$ cat src/hw/pims_pkg.sv
package pims_pkg;

  localparam int COND_W = 4;
  localparam int LVL_W = 16;
  localparam int REF_W = 32;
  localparam int PIT_W = 16;

  // Condition-select lowest digit encodings
  localparam logic [3:0] COND_TORQUE = 4'h0;
  localparam logic [3:0] COND_SPEED = 4'h1;
  localparam logic [3:0] COND_ACCEL = 4'h2;
  localparam logic [3:0] COND_DEV = 4'h3;
  localparam logic [3:0] COND_OFF = 4'h4;

  // Reset values and ranges
  localparam logic [3:0] COND_RST = 4'h0;
  localparam logic [15:0] TORQUE_LVL_RST = 16'h00c8;
  localparam logic [15:0] TORQUE_LVL_MAX = 16'h0320;
  localparam logic [15:0] SPEED_LVL_RST = 16'h0000;
  localparam logic [15:0] SPEED_LVL_MAX = 16'h2710;
  localparam logic [15:0] ACCEL_LVL_RST = 16'h0000;
  localparam logic [15:0] ACCEL_LVL_MAX = 16'h7530;
  localparam logic [15:0] DEV_LVL_RST = 16'h0000;
  localparam logic [15:0] DEV_LVL_MAX = 16'h2710;
  localparam logic [15:0] PIT_RST = 16'h0000;
  localparam logic [15:0] PIT_MAX = 16'hc350;

endpackage

$ cat src/hw/pims_top.sv
`timescale 1ns/1ps
`default_nettype none

module pims_top #(
  parameter int REF_W = pims_pkg::REF_W
) (
  input wire logic clock,
  input wire logic rst,
  input wire logic clk_en,
  input wire logic [3:0] switch_condition_select,
  input wire logic [15:0] torque_switch_level,
  input wire logic [15:0] rotary_speed_switch_level,
  input wire logic [15:0] rotary_accel_switch_level,
  input wire logic [15:0] deviation_switch_level,
  input wire logic [15:0] linear_speed_switch_level,
  input wire logic [15:0] linear_accel_switch_level,
  input wire logic [15:0] position_integral_time,
  input wire logic linear_motor,
  input wire logic position_mode,
  input wire logic cfg_load,
  input wire logic signed [REF_W-1:0] torque_ref,
  input wire logic signed [REF_W-1:0] speed_ref,
  input wire logic signed [REF_W-1:0] accel_ref,
  input wire logic signed [REF_W-1:0] position_dev,
  output logic p_only,
  output logic pos_integral_en,
  output logic [15:0] pos_integral_time_out,
  output logic cfg_range_err
);

  // Magnitudes are compared with zero-extended levels, so the reference must be wider than a level
  if (REF_W < 17)
  begin : g_bad_ref_w
    $error("REF_W must exceed the 16-bit level width");
  end

  // Settings held in the block; loaded on cfg_load, range-checked
  logic [3:0] cond_ff, nxt_cond;
  logic [15:0] tq_lvl_ff, nxt_tq_lvl;
  logic [15:0] rs_lvl_ff, nxt_rs_lvl;
  logic [15:0] ra_lvl_ff, nxt_ra_lvl;
  logic [15:0] dv_lvl_ff, nxt_dv_lvl;
  logic [15:0] ls_lvl_ff, nxt_ls_lvl;
  logic [15:0] la_lvl_ff, nxt_la_lvl;
  logic [15:0] pit_ff, nxt_pit;
  logic err_ff, nxt_err;
  logic range_bad;

  always_comb
  begin
    range_bad = (switch_condition_select > pims_pkg::COND_OFF)
      || (torque_switch_level > pims_pkg::TORQUE_LVL_MAX)
      || (rotary_speed_switch_level > pims_pkg::SPEED_LVL_MAX)
      || (linear_speed_switch_level > pims_pkg::SPEED_LVL_MAX)
      || (rotary_accel_switch_level > pims_pkg::ACCEL_LVL_MAX)
      || (linear_accel_switch_level > pims_pkg::ACCEL_LVL_MAX)
      || (deviation_switch_level > pims_pkg::DEV_LVL_MAX)
      || (position_integral_time > pims_pkg::PIT_MAX);
    nxt_cond = cond_ff;
    nxt_tq_lvl = tq_lvl_ff;
    nxt_rs_lvl = rs_lvl_ff;
    nxt_ra_lvl = ra_lvl_ff;
    nxt_dv_lvl = dv_lvl_ff;
    nxt_ls_lvl = ls_lvl_ff;
    nxt_la_lvl = la_lvl_ff;
    nxt_pit = pit_ff;
    nxt_err = err_ff;
    if (cfg_load)
    begin
      // Whole set rejected on any bad field, so settings never mix
      nxt_err = range_bad;
      if (!range_bad)
      begin
        nxt_cond = switch_condition_select;
        nxt_tq_lvl = torque_switch_level;
        nxt_rs_lvl = rotary_speed_switch_level;
        nxt_ra_lvl = rotary_accel_switch_level;
        nxt_dv_lvl = deviation_switch_level;
        nxt_ls_lvl = linear_speed_switch_level;
        nxt_la_lvl = linear_accel_switch_level;
        nxt_pit = position_integral_time;
      end
    end
  end

  always_ff @(posedge clock)
  begin
    if (rst)
    begin
      cond_ff <= pims_pkg::COND_RST;
      tq_lvl_ff <= pims_pkg::TORQUE_LVL_RST;
      rs_lvl_ff <= pims_pkg::SPEED_LVL_RST;
      ra_lvl_ff <= pims_pkg::ACCEL_LVL_RST;
      dv_lvl_ff <= pims_pkg::DEV_LVL_RST;
      ls_lvl_ff <= pims_pkg::SPEED_LVL_RST;
      la_lvl_ff <= pims_pkg::ACCEL_LVL_RST;
      pit_ff <= pims_pkg::PIT_RST;
      err_ff <= 1'b0;
    end
    else if (clk_en)
    begin
      cond_ff <= nxt_cond;
      tq_lvl_ff <= nxt_tq_lvl;
      rs_lvl_ff <= nxt_rs_lvl;
      ra_lvl_ff <= nxt_ra_lvl;
      dv_lvl_ff <= nxt_dv_lvl;
      ls_lvl_ff <= nxt_ls_lvl;
      la_lvl_ff <= nxt_la_lvl;
      pit_ff <= nxt_pit;
      err_ff <= nxt_err;
    end
  end

  // Trigger evaluation; references compared on magnitude
  logic [REF_W-1:0] mag_tq, mag_sp, mag_ac, mag_dv;
  logic [15:0] sp_lvl, ac_lvl;
  logic trig;
  logic p_ff, nxt_p;
  logic pie_ff, nxt_pie;
  logic [15:0] pit_out_ff, nxt_pit_out;

  function automatic logic [REF_W-1:0] absval(input logic signed [REF_W-1:0] v);
    absval = v[REF_W-1] ? REF_W'(-v) : REF_W'(v);
  endfunction

  always_comb
  begin
    mag_tq = absval(torque_ref);
    mag_sp = absval(speed_ref);
    mag_ac = absval(accel_ref);
    mag_dv = absval(position_dev);
    sp_lvl = linear_motor ? ls_lvl_ff : rs_lvl_ff;
    ac_lvl = linear_motor ? la_lvl_ff : ra_lvl_ff;
    trig = 1'b0;
    unique case (cond_ff)
      pims_pkg::COND_TORQUE: trig = mag_tq >= REF_W'(tq_lvl_ff);
      pims_pkg::COND_SPEED: trig = mag_sp >= REF_W'(sp_lvl);
      pims_pkg::COND_ACCEL: trig = mag_ac >= REF_W'(ac_lvl);
      pims_pkg::COND_DEV: trig = position_mode && (mag_dv >= REF_W'(dv_lvl_ff));
      pims_pkg::COND_OFF: trig = 1'b0;
      default: trig = 1'b0;
    endcase
    nxt_p = trig;
    nxt_pie = (pit_ff != 16'h0000);
    nxt_pit_out = pit_ff;
  end

  always_ff @(posedge clock)
  begin
    if (rst)
    begin
      p_ff <= 1'b0;
      pie_ff <= 1'b0;
      pit_out_ff <= pims_pkg::PIT_RST;
    end
    else if (clk_en)
    begin
      p_ff <= nxt_p;
      pie_ff <= nxt_pie;
      pit_out_ff <= nxt_pit_out;
    end
  end

  assign p_only = p_ff;
  assign pos_integral_en = pie_ff;
  assign pos_integral_time_out = pit_out_ff;
  assign cfg_range_err = err_ff;

  chk_off_never_p: assert property (@(posedge clock) disable iff (rst)
    clk_en && cond_ff == pims_pkg::COND_OFF |=> !p_only)
    else $error("P-only asserted while switching disabled");
  chk_torque_trig: assert property (@(posedge clock) disable iff (rst)
    clk_en && cond_ff == pims_pkg::COND_TORQUE && mag_tq >= REF_W'(tq_lvl_ff) |=> p_only)
    else $error("Torque at level did not force P-only");
  chk_speed_trig: assert property (@(posedge clock) disable iff (rst)
    clk_en && cond_ff == pims_pkg::COND_SPEED && mag_sp >= REF_W'(sp_lvl) |=> p_only)
    else $error("Speed at level did not force P-only");
  chk_accel_trig: assert property (@(posedge clock) disable iff (rst)
    clk_en && cond_ff == pims_pkg::COND_ACCEL && mag_ac >= REF_W'(ac_lvl) |=> p_only)
    else $error("Acceleration at level did not force P-only");
  chk_dev_posmode: assert property (@(posedge clock) disable iff (rst)
    clk_en && cond_ff == pims_pkg::COND_DEV && !position_mode |=> !p_only)
    else $error("Deviation acted outside position mode");
  chk_dev_trig: assert property (@(posedge clock) disable iff (rst)
    clk_en && cond_ff == pims_pkg::COND_DEV && position_mode && mag_dv >= REF_W'(dv_lvl_ff) |=> p_only)
    else $error("Deviation at level did not force P-only");
  chk_return_pi: assert property (@(posedge clock) disable iff (rst)
    clk_en && cond_ff == pims_pkg::COND_TORQUE && mag_tq < REF_W'(tq_lvl_ff) |=> !p_only)
    else $error("Below threshold did not return to PI");
  chk_torque_range: assert property (@(posedge clock) disable iff (rst)
    tq_lvl_ff <= pims_pkg::TORQUE_LVL_MAX)
    else $error("Torque level out of range");
  chk_pi_zero_off: assert property (@(posedge clock) disable iff (rst)
    clk_en && pit_ff == 16'h0000 |=> !pos_integral_en)
    else $error("Integral enabled with zero time constant");

  // Rotary and linear speed and accel levels are separate settings; each must act alone; force uses the torque level
  chk_rot_speed_lvl: assert property (@(posedge clock) disable iff (rst)
    clk_en && cond_ff == pims_pkg::COND_SPEED && !linear_motor && mag_sp >= REF_W'(rs_lvl_ff) |=> p_only)
    else $error("Rotary speed level did not force P-only");
  chk_lin_speed_trig: assert property (@(posedge clock) disable iff (rst)
    clk_en && cond_ff == pims_pkg::COND_SPEED && linear_motor && mag_sp >= REF_W'(ls_lvl_ff) |=> p_only)
    else $error("Linear speed level did not force P-only");
  chk_rot_accel_lvl: assert property (@(posedge clock) disable iff (rst)
    clk_en && cond_ff == pims_pkg::COND_ACCEL && !linear_motor && mag_ac >= REF_W'(ra_lvl_ff) |=> p_only)
    else $error("Rotary acceleration level did not force P-only");
  chk_lin_accel_trig: assert property (@(posedge clock) disable iff (rst)
    clk_en && cond_ff == pims_pkg::COND_ACCEL && linear_motor && mag_ac >= REF_W'(la_lvl_ff) |=> p_only)
    else $error("Linear acceleration level did not force P-only");
  chk_force_same_lvl: assert property (@(posedge clock) disable iff (rst)
    clk_en && cond_ff == pims_pkg::COND_TORQUE && linear_motor && mag_tq >= REF_W'(tq_lvl_ff) |=> p_only)
    else $error("Force at level did not force P-only");

  // Falling below any level must release the loop on the very next cycle
  chk_speed_return: assert property (@(posedge clock) disable iff (rst)
    clk_en && cond_ff == pims_pkg::COND_SPEED && mag_sp < REF_W'(sp_lvl) |=> !p_only)
    else $error("Speed below level did not return to PI");
  chk_accel_return: assert property (@(posedge clock) disable iff (rst)
    clk_en && cond_ff == pims_pkg::COND_ACCEL && mag_ac < REF_W'(ac_lvl) |=> !p_only)
    else $error("Acceleration below level did not return to PI");
  chk_dev_return: assert property (@(posedge clock) disable iff (rst)
    clk_en && cond_ff == pims_pkg::COND_DEV && mag_dv < REF_W'(dv_lvl_ff) |=> !p_only)
    else $error("Deviation below level did not return to PI");

  // Settings load as one set or not at all
  chk_load_takes: assert property (@(posedge clock) disable iff (rst)
    clk_en && cfg_load && !range_bad |=> cond_ff == $past(switch_condition_select) && !cfg_range_err)
    else $error("Accepted settings were not stored");
  chk_reject_keeps: assert property (@(posedge clock) disable iff (rst)
    clk_en && cfg_load && range_bad |=> $stable(tq_lvl_ff) && $stable(cond_ff) && cfg_range_err)
    else $error("Rejected settings changed stored state");
  chk_err_hold: assert property (@(posedge clock) disable iff (rst)
    clk_en && !cfg_load |=> $stable(cfg_range_err))
    else $error("Range error changed without a load");
  chk_cond_legal: assert property (@(posedge clock) disable iff (rst)
    cond_ff <= pims_pkg::COND_OFF)
    else $error("Stored condition code is illegal");

  // Reset must bring back the documented defaults, whatever was loaded before
  chk_reset_level: assert property (@(posedge clock)
    rst |=> tq_lvl_ff == pims_pkg::TORQUE_LVL_RST && cond_ff == pims_pkg::COND_RST && !p_only)
    else $error("Reset did not restore default settings");

  // A frozen block must not drift, or the loop would switch mid-cycle
  chk_hold_frozen: assert property (@(posedge clock) disable iff (rst)
    !clk_en |=> $stable(p_only) && $stable(cond_ff) && $stable(pos_integral_en))
    else $error("State changed while clock enable was low");

  // Integral outputs track the stored constant one cycle later
  chk_pit_follow: assert property (@(posedge clock) disable iff (rst)
    clk_en |=> pos_integral_time_out == $past(pit_ff))
    else $error("Integral time output lags stored value");
  chk_pi_nonzero_on: assert property (@(posedge clock) disable iff (rst)
    clk_en && pit_ff != 16'h0000 |=> pos_integral_en)
    else $error("Integral disabled with nonzero time constant");

  cov_torque_p: cover property (@(posedge clock) disable iff (rst)
    cond_ff == pims_pkg::COND_TORQUE && $rose(p_only));
  cov_speed_linear: cover property (@(posedge clock) disable iff (rst)
    cond_ff == pims_pkg::COND_SPEED && linear_motor && p_only);
  cov_dev_p: cover property (@(posedge clock) disable iff (rst)
    cond_ff == pims_pkg::COND_DEV && p_only);
  cov_cfg_err: cover property (@(posedge clock) disable iff (rst) $rose(cfg_range_err));
  // Freeze while proportional-only is held is the case most likely to glitch
  cov_frozen_p: cover property (@(posedge clock) disable iff (rst)
    !clk_en && p_only);

endmodule // pims_top

`default_nettype wire

$ cat config.mk
export PLATFORM = sky130hd
export DESIGN_NAME = pims_top
export DESIGN_NICKNAME = d
export VERILOG_FILES = /design/src/hw/pims_pkg.sv /design/src/hw/pims_top.sv
export SDC_FILE = /design/constraint.sdc
export NUM_CORES = 1
export LEC_CHECK = 0
export BUFFER_PORTS_ARGS = -buffer_cell sky130_fd_sc_hd__buf_2
export CAP_MARGIN = 20
export CELL_PAD_IN_SITES_DETAIL_PLACEMENT = 0
export CELL_PAD_IN_SITES_GLOBAL_PLACEMENT = 1
export CORE_MARGIN = 5
export CORE_UTILIZATION = 35
export CTS_CLUSTER_DIAMETER = 60
export CTS_CLUSTER_SIZE = 28
export DETAILED_ROUTE_END_ITERATION = 10
export MAX_ROUTING_LAYER = met4
export PLACE_DENSITY = 0.86
export SYNTH_ARGS = -nofsm -noshare
export SYNTH_HDL_FRONTEND = slang
export SYNTH_SLANG_ARGS = --single-unit
export TNS_END_PERCENT = 20
$ cat constraint.sdc
create_clock -name clock -period 4.32 [get_ports clock]
set_input_delay 0.864 -clock clock [delete_from_list [all_inputs] [get_ports clock]]
set_output_delay 0.864 -clock clock [all_outputs]
set_load 0.02 [all_outputs]
==> metrics.txt <==
Leakage Power=between 4 and 5 nW; switching part of the total=28.1%; Peak VDD IR=0.236 mV; CP Class=input port to register; CP most frequent cell=o31ai_1; drt drc=0; Core Area=roughly 0.028 mm²; CTS Buffer Depth=2; area share of the largest cell type after synthesis=~28%; setup bufs post-CTS=0; largest net degree at the start of global routing=just under 70; total of max-cap violations=0; Root Buffer=clkbuf_16; fin crit period=4.10 ns; fraction of layout cells with a size suffix above 1=about a quarter; Worst Setup SP=position_dev[6]; Sink Count=135; Pwr per Cell Area=260 mW/mm²; Syn Nets=about 1500; Synth-to-Final Area Change=27.8%; CTS buffer count=17; WL per Instance=between 15 and 20 µm; Post-synth top cells=nor2_1 (174), mux2i_1 (149), dfxtp_1 (135), ha_1 (68), nand2_1 (57); clock share of power=42.6%; crit path capture=p_only; RSZ-0062 raised after global routing=no; Buf/Inv on CP=2; mux cell area share after synthesis=15.9%; Post-synth EDFFs=0; IO Count=269; crit path DAT=approximately 4.4 ns; die width=177 µm; Via density=roughly 5.3; Worst-path clk slew=0.06 ns; global route overflow=0; Top delay family on crit path=compound AO/OA/AOI/OAI gates; DP Area=between 0.01 and 0.015 mm²; Reg2Reg Setup Slack=roughly 1.4 ns; final instance area=about 0.012 mm²; count leader, synth=nor2_1; Critical Path Start Type=input port; row cnt=around 60; Die Area=0.0313 mm²; Vias=9923; largest family of logic cells by synthesized area=simple AND/OR/NAND/NOR gates; Post-Synth XOR/XNOR Area=~5%; Worst-Skew Late Latency=roughly 0.41 ns; kind of end point of the critical path=register; Synth Area in Adders=a little under 9%; antenna viol nets, final=0; Psw=between 0.9 and 1 mW; worst path cell trace=buf_2, nor4_2, nand3_1, o31ai_1, xnor2_1, ha_1, a21oi_1, nand2_1, a32o_1, nor4_1, o21ai_0, a311o_1, or4_1, o31ai_1, buf_4, nand4_1; Max Fanout on Critical Path=3; Pint=~2.3 mW; reg2reg end=p_only; Chip Height=roughly 180 µm; R2R depth=12; Fin. Hold Viols=0; syn avg cell area=8.23 µm²; H-tree depth=4; vias in the first global route=9708; max_slew headroom=a little over half; YS warnings=0; outcome=complete, no violations; Overall Global Routing Usage=around a fifth; GPL Wtd Cong=roughly 0.93; starting density of the core=between 30% and 40%; Gate power share=approximately a fifth; Max Clk Rate=between 200 and 250 MHz; CTS tree=yes; Period Utilization, post-route=about 95%; final setup fails=0; cell area after synthesis=just under 0.01 mm²; post-synthesis sequential area ratio=27.7%; final WL=~30000 µm; drt first pass iters=5; clk_skew=about 0.0076 ns; Compound-Gate Fraction of Synth Area=roughly 15%; final slew viol count=0; Seq pwr share=38.5%; Port Buffer Count=~270; CP Depth=16; hold crit path type=register to register; Final Util=a little under half; asr flop ratio synth=0%; top cells by area, synth=dfxtp_1 (28%), mux2i_1 (15%), ha_1 (8.7%); simple-gate share of the synthesized area=a little under a quarter; Post-DP HPWL=between 20000 and 25000 µm; Slew @ Worst Pin=0.711 ns; first-pass GRT wire length=approximately 48000 µm; WHS=about 0.46 ns; Crit Reg-Reg Startpoint=dv_lvl_ff[14]; crit path max-delay cell type=or4_1; register bit total from synthesis=~140; Cell variety after synth=slightly below 70; initial antenna violation count=5; 1st-iter DRT viols=~780; Crit path required time=~4.6 ns; Yosys top cell by area=dfxtp_1; Final nets=between 1500 and 2000; Top FF cell, synth=dfxtp_1; Syn Inst Count=approximately 1200; Slowest Stage Delay on Critical Path=0.51 ns
[power by group through the flow]
stage / registers, mW / clock network, mW / logic, mW
after global routing: 1.25 / 1.48 / 0.688
after CTS: 1.25 / 1.42 / 0.613
final: 1.25 / 1.38 / 0.616
after global placement: 1.28 / 0 / 0.599
after floorplan: 1.28 / 0 / 0.314
after detailed placement: 1.28 / 0 / 0.609
[layer usage]
metal | GRT usage, % | part of all wire [%] | up-vias
met5 | - | 0 | -
met4 | 4.80 | 1.4 | 0
met3 | 4.46 | 6.5 | 35
met2 | 31.7 | 48 | 319
met1 | 23.9 | 44 | 4604
li1 | - | - | 4965
[layout by cell type, fill, tap and decap left out, drive strengths merged, types with 23 or more instances in the layout]
| cell | Yosys | layout |
|---|---|---|
| a21oi | 46 | 46 |
| buf | 18 | 327 |
| dfxtp | 135 | 135 |
| ha | 68 | 68 |
| inv | 52 | 55 |
| mux2i | 149 | 149 |
| nand2 | 57 | 57 |
| nand2b | 23 | 23 |
| nor2 | 175 | 175 |
| nor3 | 47 | 47 |
| nor4 | 31 | 31 |
| o21ai | 55 | 55 |
| o31ai | 26 | 26 |
| xnor2 | 55 | 55 |
[sequential cells by signal, indices dropped and copies added, names as in the netlist]
register and flops:
p_only 1, cfg_range_err 1, dv_lvl_ff 16, pos_integral_en 1
nxt_pit_out 16, rs_lvl_ff 16, tq_lvl_ff 16, ls_lvl_ff 16
ra_lvl_ff 16, la_lvl_ff 16, pos_integral_time_out 16, cond_ff 4
[metrics by stage]
step                      power, mW  instances  worst slack (ns)  TNS, ns
final                          3.24       1878             0.224        0
after global routing           3.41       1877           0.00705        0
after CTS                      3.28       1872             0.200        0
after floorplan                1.59       1186             0.258        0
after global placement         1.87       1840            -0.186   -0.186
after detailed placement       1.88       1840            -0.254   -0.254
[kinds of logic (layout without fill, tap and decap cells)]
kind of cell / after synthesis / count (layout)
adders and majority gates: 68 / 68
DFF: 135 / 135
muxes: 154 / 154
other: 0 / 6
and+or+nand+nor: 444 / 444
AOI/OAI and AO/OA: 226 / 226
buffers and inverters: 103 / 411
xor gates and xnor gates: 56 / 56
[worst min path at each step]
stage	from	cells after the start	slack, ns	to
2_1_floorplan	ra_lvl_ff[15]	1	0.43	ra_lvl_ff[15]
3_3_place_gp	la_lvl_ff[15]	1	0.44	la_lvl_ff[15]
3_5_place_dp	ls_lvl_ff[14]	1	0.44	ls_lvl_ff[14]
4_1_cts	dv_lvl_ff[14]	2	0.46	dv_lvl_ff[14]
5_1_grt	ls_lvl_ff[15]	1	0.47	ls_lvl_ff[15]
6_report	dv_lvl_ff[15]	2	0.46	dv_lvl_ff[15]
[worst register-to-register path, cell delays in order (launching register included)]
cell and delay [ns]:
dfxtp_1 0.31, inv_1 0.05, ha_1 0.32, a21oi_1 0.16, nand2_1 0.08, a32o_1 0.20
nor4_1 0.13, o21ai_0 0.12, a311o_1 0.33, or4_1 0.51, o31ai_1 0.37, buf_4 0.18
nand4_1 0.06
[layout make-up]
class / count / area (µm²)
Clock inverter: 13 / 121
Tap cell: 378 / 473
Fill cell: 2832 / 15200
Antenna cell: 6 / 15.0
Timing Repair Buffer: 327 / 1840
Inverter: 52 / 195
Clock buffer: 19 / 443
Sequential cell: 135 / 2700
Multi-Input combinational cell: 948 / 6690
[repair_timing]
item | 4_1_cts | 5_1_grt
gates resized for setup | 0 | 7
hold buffers | 0 | 0
endpoints found under the setup margin | 0 | 1
Power figures use the tool's default switching activity.
